===== config.mk =====
export PLATFORM = sky130hd
export DESIGN_NAME = bsc_regs
export DESIGN_NICKNAME = d
export VERILOG_FILES = /design/src/rtl/bsc_pkg.sv /design/src/rtl/bsc_regs.sv
export SDC_FILE = /design/constraint.sdc
export NUM_CORES = 1
export LEC_CHECK = 0
export ABC_AREA = 1
export BUFFER_PORTS_ARGS = -buffer_cell sky130_fd_sc_hd__buf_2
export CORE_MARGIN = 3
export CORE_UTILIZATION = 55
export DETAILED_ROUTE_END_ITERATION = 16
export PLACE_DENSITY = 0.72
export SLEW_MARGIN = 20
export SYNTH_ARGS = -nofsm -noshare
export SYNTH_HDL_FRONTEND = slang
export SYNTH_SLANG_ARGS = --single-unit

===== constraint.sdc =====
create_clock -name clk_sys_in -period 6.2 [get_ports clk_sys_in]
set_clock_uncertainty 0.15 [all_clocks]
set_input_delay 0.93 -clock clk_sys_in [delete_from_list [all_inputs] [get_ports clk_sys_in]]
set_output_delay 0.93 -clock clk_sys_in [all_outputs]
set_load 0.01 [all_outputs]

===== src/rtl/bsc_pkg.sv =====
// Constants, types and register map for the buck status and config register bank.
// Assumes a 100 MHz system clock; the fault and power-good inputs are analog comparator levels.
package bsc_pkg;

  // ----------------------------------------------------------------
  // Register map
  // ----------------------------------------------------------------
  localparam logic [7:0] STATUS_OFFSET = 8'h04;
  localparam logic [7:0] CFG_OFFSET = 8'h05;
  localparam logic [7:0] WDG_OFFSET = 8'h42;
  localparam logic [7:0] STATUS_RESET = 8'h00;
  localparam logic [7:0] CFG_RESET = 8'hA4;
  localparam logic [7:0] WDG_RESET = 8'h00;
  localparam int OT_BIT = 1;
  localparam int UV_BIT = 0;
  localparam int WDG_BIT = 1;
  localparam int CFG_LSB = 2;
  localparam logic [7:0] BYTE_ZERO = 8'h00;

  // Bus address of this device; value is arbitrary
  localparam logic [6:0] DEV_ADDR_DEFAULT = 7'h2A;

  // ----------------------------------------------------------------
  // Input synchroniser slots
  // ----------------------------------------------------------------
  localparam int IN_NUM = 5;
  localparam int IN_SCL = 4;
  localparam int IN_SDA = 3;
  localparam int IN_OT = 2;
  localparam int IN_UV = 1;
  localparam int IN_PG = 0;
  localparam logic [IN_NUM-1:0] IN_IDLE = 5'h18;

  // ----------------------------------------------------------------
  // Timing
  // ----------------------------------------------------------------
  localparam int CLK_MHZ = 100;
  localparam int PG_STEP_US = 10;
  localparam logic [11:0] PG_CYC_0 = 12'h000;
  localparam logic [11:0] PG_CYC_10 = 12'(PG_STEP_US * CLK_MHZ);
  localparam logic [11:0] PG_CYC_20 = 12'(2 * PG_STEP_US * CLK_MHZ);
  localparam logic [11:0] PG_CYC_40 = 12'(4 * PG_STEP_US * CLK_MHZ);
  localparam logic [3:0] BITS_PER_BYTE = 4'h8;
  localparam logic [3:0] LAST_BIT = 4'h7;

  // ----------------------------------------------------------------
  // Types
  // ----------------------------------------------------------------
  typedef struct packed {
    logic [1:0] current_limit_select;
    logic [1:0] thermal_trip_select;
    logic [1:0] power_good_delay_select;
  } bsc_prot_cfg_t;

  localparam bsc_prot_cfg_t CFG_FIELDS_RESET = CFG_RESET[7:CFG_LSB];

  typedef enum logic [3:0] {
    ST_IDLE = 4'h0,
    ST_ADDR = 4'h1,
    ST_REG = 4'h2,
    ST_WDATA = 4'h3,
    ST_ACK_REG = 4'h4,
    ST_ACK_WR = 4'h5,
    ST_ACK_RD = 4'h6,
    ST_RDATA = 4'h7,
    ST_RACK = 4'h8
  } bsc_state_t;

endpackage : bsc_pkg


===== src/rtl/bsc_regs.sv =====
// Two-wire bus slave with the fault status, protection settings and watchdog registers.
// Assumes SCL/SDA and the analog flags are asynchronous; SDA is open drain outside.
//
// How it works
// The status register at 0x04 is read only, resets to zero, and bits 7:2 read zero.
// Status bit 1 reads one exactly while over-temperature is present.
// Status bit 0 reads one exactly while output under-voltage is present.
// The settings register at 0x05 holds the three fields, resets to 0xA4, bits 1:0 read zero.
// Bits 7:6 pick the current limit: off, 8A, 8.8A (default) or 9.6A.
// Bits 5:4 pick the thermal trip: off, 140C, 150C (default) or 170C.
// Bits 3:2 set the power-good enable wait: 0, 10 (default), 20 or 40 us.
// Register 0x42 has one writable bit 1 that enables the watchdog reset, reset zero.
// Status flags are live, and reading the status register changes nothing.
`timescale 1ns/1ps

module bsc_regs #(
  parameter logic [6:0] DEV_ADDR = bsc_pkg::DEV_ADDR_DEFAULT
) (
  input wire logic clk_sys_in,
  input wire logic rstn_in,
  input wire logic scl_in,
  input wire logic sda_in,
  output logic sda_out,
  output logic sda_oe_n_out,
  input wire logic over_temp_in,
  input wire logic under_voltage_in,
  input wire logic power_good_in,
  output bsc_pkg::bsc_prot_cfg_t prot_cfg_out,
  output logic watchdog_reset_enable_out,
  output logic power_good_output_out
);
  import bsc_pkg::*;

  // ----------------------------------------------------------------
  // Synchronisers and bus edge detection
  // ----------------------------------------------------------------
  logic [IN_NUM-1:0] sync1_reg;
  logic [IN_NUM-1:0] sync2_reg;
  logic scl_d_reg;
  logic sda_d_reg;
  // SDA only ever pulls low; level flop keeps the output registered
  logic sda_lvl_reg;

  always_ff @(posedge clk_sys_in or negedge rstn_in) begin
    if (!rstn_in) begin
      sync1_reg <= IN_IDLE;
      sync2_reg <= IN_IDLE;
      scl_d_reg <= 1'b1;
      sda_d_reg <= 1'b1;
      sda_lvl_reg <= 1'b0;
    end else begin
      sync1_reg <= {scl_in, sda_in, over_temp_in, under_voltage_in, power_good_in};
      sync2_reg <= sync1_reg;
      scl_d_reg <= sync2_reg[IN_SCL];
      sda_d_reg <= sync2_reg[IN_SDA];
      sda_lvl_reg <= 1'b0;
    end
  end

  wire logic scl_s = sync2_reg[IN_SCL];
  wire logic sda_s = sync2_reg[IN_SDA];
  wire logic bus_start = scl_s && scl_d_reg && sda_d_reg && !sda_s;
  wire logic bus_stop = scl_s && scl_d_reg && !sda_d_reg && sda_s;
  wire logic scl_rise = scl_s && !scl_d_reg;
  wire logic scl_fall = !scl_s && scl_d_reg;

  // ----------------------------------------------------------------
  // Bus state machine and registers
  // ----------------------------------------------------------------
  bsc_state_t st_reg, st_next;
  logic [3:0] cnt_reg, cnt_next;
  logic [7:0] sh_reg, sh_next;
  logic [7:0] ptr_reg, ptr_next;
  logic sda_oe_n_reg, sda_oe_n_next;
  logic [7:0] status_reg, status_next;
  bsc_prot_cfg_t cfg_reg, cfg_next;
  logic wdg_reg, wdg_next;
  logic wr_en;
  logic [7:0] rd_data;
  wire logic [2:0] bit_idx = 3'(LAST_BIT - cnt_reg);

  always_comb begin
    unique case (ptr_reg)
      STATUS_OFFSET: rd_data = status_reg;
      CFG_OFFSET: rd_data = {cfg_reg, 2'h0};
      WDG_OFFSET: rd_data = {6'h00, wdg_reg, 1'h0};
      default: rd_data = BYTE_ZERO;
    endcase
  end

  always_comb begin
    st_next = st_reg;
    cnt_next = cnt_reg;
    sh_next = sh_reg;
    ptr_next = ptr_reg;
    sda_oe_n_next = sda_oe_n_reg;
    cfg_next = cfg_reg;
    wdg_next = wdg_reg;
    wr_en = 1'b0;
    // Live copy, no latching; reads never touch it
    status_next = STATUS_RESET;
    status_next[OT_BIT] = sync2_reg[IN_OT];
    status_next[UV_BIT] = sync2_reg[IN_UV];
    if (bus_start) begin
      st_next = ST_ADDR;
      cnt_next = 4'h0;
      sda_oe_n_next = 1'b1;
    end else if (bus_stop) begin
      st_next = ST_IDLE;
      sda_oe_n_next = 1'b1;
    end else if (scl_rise) begin
      unique case (st_reg)
        ST_ADDR, ST_REG, ST_WDATA: begin
          sh_next = {sh_reg[6:0], sda_s};
          cnt_next = cnt_reg + 4'h1;
        end
        ST_RDATA: cnt_next = cnt_reg + 4'h1;
        // Master NACK ends the read; wait for stop
        ST_RACK: if (sda_s) st_next = ST_IDLE;
        default: ;
      endcase
    end else if (scl_fall) begin
      unique case (st_reg)
        ST_ADDR: begin
          if (cnt_reg == BITS_PER_BYTE) begin
            if (sh_reg[7:1] == DEV_ADDR) begin
              sda_oe_n_next = 1'b0;
              st_next = sh_reg[0] ? ST_ACK_RD : ST_ACK_REG;
            end else begin
              st_next = ST_IDLE;
            end
          end
        end
        ST_REG: begin
          if (cnt_reg == BITS_PER_BYTE) begin
            ptr_next = sh_reg;
            sda_oe_n_next = 1'b0;
            st_next = ST_ACK_WR;
          end
        end
        ST_WDATA: begin
          if (cnt_reg == BITS_PER_BYTE) begin
            wr_en = 1'b1;
            ptr_next = ptr_reg + 8'h01;
            sda_oe_n_next = 1'b0;
            st_next = ST_ACK_WR;
          end
        end
        ST_ACK_REG, ST_ACK_WR: begin
          sda_oe_n_next = 1'b1;
          cnt_next = 4'h0;
          st_next = (st_reg == ST_ACK_REG) ? ST_REG : ST_WDATA;
        end
        ST_ACK_RD, ST_RACK: begin
          sh_next = rd_data;
          sda_oe_n_next = rd_data[7];
          ptr_next = ptr_reg + 8'h01;
          cnt_next = 4'h0;
          st_next = ST_RDATA;
        end
        ST_RDATA: begin
          if (cnt_reg == BITS_PER_BYTE) begin
            sda_oe_n_next = 1'b1;
            st_next = ST_RACK;
          end else begin
            sda_oe_n_next = sh_reg[bit_idx];
          end
        end
        default: st_next = ST_IDLE;
      endcase
    end
    // Status stays read only: writes to it are dropped
    if (wr_en && ptr_reg == CFG_OFFSET) begin
      cfg_next = sh_reg[7:CFG_LSB];
    end
    if (wr_en && ptr_reg == WDG_OFFSET) begin
      wdg_next = sh_reg[WDG_BIT];
    end
  end

  always_ff @(posedge clk_sys_in or negedge rstn_in) begin
    if (!rstn_in) begin
      st_reg <= ST_IDLE;
      cnt_reg <= 4'h0;
      sh_reg <= BYTE_ZERO;
      ptr_reg <= BYTE_ZERO;
      sda_oe_n_reg <= 1'b1;
      status_reg <= STATUS_RESET;
      cfg_reg <= CFG_FIELDS_RESET;
      wdg_reg <= WDG_RESET[WDG_BIT];
    end else begin
      st_reg <= st_next;
      cnt_reg <= cnt_next;
      sh_reg <= sh_next;
      ptr_reg <= ptr_next;
      sda_oe_n_reg <= sda_oe_n_next;
      status_reg <= status_next;
      cfg_reg <= cfg_next;
      wdg_reg <= wdg_next;
    end
  end

  // ----------------------------------------------------------------
  // Power-good enable delay
  // ----------------------------------------------------------------
  logic [11:0] pg_cnt_reg, pg_cnt_next;
  logic pg_out_reg, pg_out_next;
  logic [11:0] pg_limit;

  always_comb begin
    unique case (cfg_reg.power_good_delay_select)
      2'h0: pg_limit = PG_CYC_0;
      2'h1: pg_limit = PG_CYC_10;
      2'h2: pg_limit = PG_CYC_20;
      2'h3: pg_limit = PG_CYC_40;
    endcase
  end

  always_comb begin
    pg_cnt_next = pg_cnt_reg;
    pg_out_next = pg_out_reg;
    if (!sync2_reg[IN_PG]) begin
      pg_cnt_next = PG_CYC_0;
      pg_out_next = 1'b0;
    end else if (pg_cnt_reg >= pg_limit) begin
      pg_out_next = 1'b1;
    end else begin
      pg_cnt_next = pg_cnt_reg + 12'h001;
    end
  end

  always_ff @(posedge clk_sys_in or negedge rstn_in) begin
    if (!rstn_in) begin
      pg_cnt_reg <= PG_CYC_0;
      pg_out_reg <= 1'b0;
    end else begin
      pg_cnt_reg <= pg_cnt_next;
      pg_out_reg <= pg_out_next;
    end
  end

  assign sda_out = sda_lvl_reg;
  assign sda_oe_n_out = sda_oe_n_reg;
  assign prot_cfg_out = cfg_reg;
  assign watchdog_reset_enable_out = wdg_reg;
  assign power_good_output_out = pg_out_reg;

  // ----------------------------------------------------------------
  // Assertions
  // ----------------------------------------------------------------
  logic [1:0] live_reg;
  always_ff @(posedge clk_sys_in or negedge rstn_in) begin
    if (!rstn_in) begin
      live_reg <= 2'h0;
    end else if (live_reg != 2'h3) begin
      live_reg <= live_reg + 2'h1;
    end
  end
endmodule : bsc_regs


======== Yosys cells after proc, flatten, opt, wreduce, memory -nomap -nowiden ========
Cells that the tools add are included.
operators by class
  add/subtract/negate cells ............... 4
  $lt $le $gt $ge ......................... 2
  equal/unequal tests ..................... 32
  mux-type cells .......................... 49
  bitwise logic cells ..................... 3
  reductions and logical operators ........ 33
operators by type and width
  operator               number
  $mux 4                 15
  $mux 8                 6
  $pmux 12 s4            1
  $pmux 8 s3             2
  $mux 12                2
  $pmux 4 s5             1
  $mux 1                 18
  $eq 4x3->1 const B     4
  $eq 8x3->1 const B     2
  $add 12x1->12 const B  1
  $ge 12x12->1           1
  $ne 4x4->1 const B     3
  $reduce_and 6->1       2
  $reduce_bool 3->1      4
  $ne 5x5->1 const B     2
  $logic_and 1x1->1      9
  $add 8x1->8 const B    1
  $eq 4x2->1 const B     2
  $eq 4x4->1 const B     2
  $eq 8x7->1 const B     1
  $ne 2x2->1 const B     4
  $reduce_or 4->1        2
  $eq 7x6->1 const B     1
  $reduce_and 7->1       1
  other kinds (25)       36
storage, ports and cells
  flip-flop bits (word level) ............. 59

======== Longest topological paths before layout ========
  depth after elaboration ................. 9
  gate-level depth with buffers ........... 14

======== Least setup slack after synthesis ========
Ideal clock, no wire load.
  path kind ............................... flip-flop to flip-flop
  from .................................... reg cfg_reg (netlist bit prot_cfg_out[0])
  to ...................................... reg pg_cnt_reg[10]
  arrival time ............................ 2.042 ns
  data required time ...................... 5.933 ns
  slack ................................... 3.891 ns
  cell stages (with the launch flop) ...... 15
  buffers on the path ..................... 1
  clock period less this slack ............ 2.309 ns
  cell sequence ........................... dfstp_2 inv_1 ha_1 o21bai_1 ha_1 nand2_1 nand2_1 nand3_1 nand2_1 nand2_1 nand3_1 nand2_1 buf_2 nand2_1 nand2_1
between the ends
  longest elaborated chain between the ends .. 4
ends and longest elaborated chain
  item                                RTL line         text
  start, declared                     bsc_regs.sv:76   bsc_prot_cfg_t cfg_reg, cfg_next;
  start signal, assigned              bsc_regs.sv:198  cfg_reg <= cfg_next;
  $eq 2x2->1 (tied with other cells)  bsc_regs.sv:211  unique case (cfg_reg.power_good_delay_select)
  $pmux 12 s4 (*)                     bsc_regs.sv:211
  $ge 12x12->1 (*)                    bsc_regs.sv:225  end else if (pg_cnt_reg >= pg_limit) begin
  $ne 2x2->1 (no line) (*)            --
  end signal, assigned                bsc_regs.sv:237  pg_cnt_reg <= pg_cnt_next;
  end, declared                       bsc_regs.sv:206  logic [11:0] pg_cnt_reg, pg_cnt_next;
Mark *: on every way between the ends. The rest lies on a longest branch, timed or not. The select of a mux whose other input is x is not followed.
A chain may end at the register's enable or synchronous reset.

======== Worst setup path in the final report ========
  from .................................... reg cfg_reg (netlist bit prot_cfg_out[0])
  to ...................................... reg pg_cnt_reg[11]
The elaborated chain is that of the path after synthesis.

==> results.ini <==
[run_status]
status=finished, final reports clean

[clock_tree]
tritoncts=done
clock_latency_ns=0.34
clockBufferDepth=2
cts.htree.levels=3
cts_resized=0
clockRootBuffer=clkbuf_8
path_clk_slew_ns=0.07
cts_made_buffers=9
cts_sinks=59
postCtsHoldBufs=0
post-cts-setup-buffers=0

[floorplanning]
start_util_pct=58.4
fp.dieArea_um2=8020
die_x_um=89.5
die_y_um=89.5
pin_count=17
rows=29
core_um2=6570

[yosys]
yosysMostFrequentCell=nand2_1
synth_edf_count=0
ys.flop_type=dfrtp_1
synth_area_per_cell_um2=7.64
yosys_warnings=0
synth_commonest_cells=nand2_1 (152), nand3_1 (58), dfrtp_1 (49)
synthArstFlopShare_pct=100
synthesis.area_um2=3840
synth-seq-area-share_pct=38.8
yosysUniqueCellTypes=37
ys_seq_elements=59
synth_area_leader_cell=dfrtp_1
yosysTopAreaCellShare_pct=32.0
synthTopCellsByArea=dfrtp_1 (32%), nand2_1 (15%), ha_1 (8.5%)
synthCells=502
synth_fp_nets=535

[setup_path]
worstSetupPathType=reg2reg
cp.arrival_ns=3.03
r2r_slack_ns=3.31
path_common_cell=nand2_1
critPathSlowestCell=dfstp_2
r2r_end=pg_cnt_reg[11]
crit_family=simple AND/OR/NAND/NOR gates
required_ns=6.33
max_stage_delay_ns=0.59
crit_path_start_kind=flop
crit_fanout=14
critPathCaptureType=flop
reg2reg_depth=13
crit_buf_inv=1
crit_chain=inv_1 > ha_1 > o21bai_1 > ha_1 > nand2_1 > nand2_1 > nand3_1 > nand2_1 > nand2_1 > nand3_1 > nand2_1 > nand2_1 > nand2_1
timing.rr.start=prot_cfg_out[0]

[cells_and_area]
layout.nets=548
finalNonFillerCells=613
antenna_cells=0
drive_above_1_share_pct=16.7
n_fill_cell=584
largest_register_ffs=12
syn2layout_area_growth_pct=7.79

[placed_design]
place_inst=597
gp_congestion=0.935
io_buffer_count=15
dp_hpwl_um=5840

[global_routing]
grt_pass1_wl_um=13900
overflow=0
grt_pass1_vias=3028
grt_max_degree=60
grt_use_total_pct=22.4
antenna_found_initial=0

[worst_hold_path]
min_path_cells=0
min-delay-start=sync2_reg[1]
hold_end=status_reg[0]
hold_class=reg2reg

[sta]
maxSlewViolCount=0
tightest_slew_ns=0.733
period_share_pct=46.7
tns_ns=0
fmax_mhz=345
slew_headroom_pct=51.1
setup_viol=0
rsz0062_at_grt=no
hold_violations=0
finalCriticalPeriod_ns=2.89

[drt]
via_count=3231
dr.first_iter.drc_count=200
drc=0
wirelength_um=8080
firstDrtPassIters=5
wl_per_cell_um=13.2
ant_nets=0
vias_per_cell=5.27

[run]
maxCapViolCount=0

[power]
powerDensity_nw_per_um2=202
ir_worst_vdd_mv=0.149
p_leak_nw=2.05

-- worst reg2reg max path, cell delays in order, from the launching register on --
cell      delay [ns]
dfstp_2         0.59
inv_1           0.09
ha_1            0.26
o21bai_1        0.18
ha_1            0.29
nand2_1         0.08
nand2_1         0.05
nand3_1         0.06
nand2_1         0.05
nand2_1         0.05
nand3_1         0.35
nand2_1         0.46
nand2_1         0.11
nand2_1         0.06
-- cells in the final DEF (no fill, tap or decap), drive strengths merged, types with 10 or more instances in the layout --
master    n
buf      16
clkbuf   10
dfrtp    49
dfstp    10
ha       26
inv      49
nand2   164
nand3    62
nor2     56
o21ai    33
xor2     10
-- logic make-up after synthesis --
kind of cell	Yosys count	synth area share, %
AO/OA/AOI/OAI	46	7.43
flip-flops	59	38.8
AND/OR/NAND/NOR	294	34.8
adder cells (fa/ha/maj)	26	8.48
XOR/XNOR	12	2.74
other	1	0.0977
buffers and inverters	64	7.63
-- cell type report --
class | count | area [um^2] | area share, %
Sequential cell | 59 | 1490 | 36.0
Multi-Input combinational cell | 379 | 2060 | 49.7
Tap cell | 93 | 116 | 2.81
Timing Repair Buffer | 16 | 82.6 | 2.00
Clock inverter | 6 | 65.1 | 1.57
Clock buffer | 10 | 138 | 3.33
Inverter | 50 | 190 | 4.60
-- metrics by stage --
stage	worst slack, ns	hold slack, ns	power, mW	utilization, %	cell area [um^2]
finish	3.31	0.198	0.837	63.0	4140
floorplan	3.89	0.181	0.463	-	3840
CTS	3.28	0.202	0.842	63.0	4140
global route	3.01	0.208	0.874	63.0	4140
detailed placement	3.31	0.186	0.484	59.9	3930
global placement	3.43	0.184	0.483	59.9	3930
-- where the power goes --
group	total [mW]	internal, mW	switching [mW]
clock network	0.359	0.196	0.163
logic	0.0668	0.0200	0.0468
registers	0.411	0.399	0.0120
total	0.837	0.615	0.222
-- how the worst max path moves through the flow --
stage | startpoint | end | cells past startpoint
final | prot_cfg_out[0] | pg_cnt_reg[11] | 13
after global placement | prot_cfg_out[0] | pg_cnt_reg[9] | 13
after detailed placement | prot_cfg_out[0] | pg_cnt_reg[11] | 13
after global routing | prot_cfg_out[0] | pg_cnt_reg[8] | 13
after floorplan | prot_cfg_out[0] | pg_cnt_reg[10] | 14
after CTS | prot_cfg_out[0] | pg_cnt_reg[6] | 13
-- per-layer routing --
| layer | GRT usage (%) | vias to the layer above | wire, um |
|---|---|---|---|
| met4 | 7.98 | 0 | 133 |
| met3 | 4.06 | 17 | 387 |
| li1 | - | 1629 | - |
| met5 | 0 | - | 0 |
| met2 | 34.7 | 81 | 3630 |
| met1 | 31.4 | 1504 | 3930 |
(Power assumes the default switching activity.)
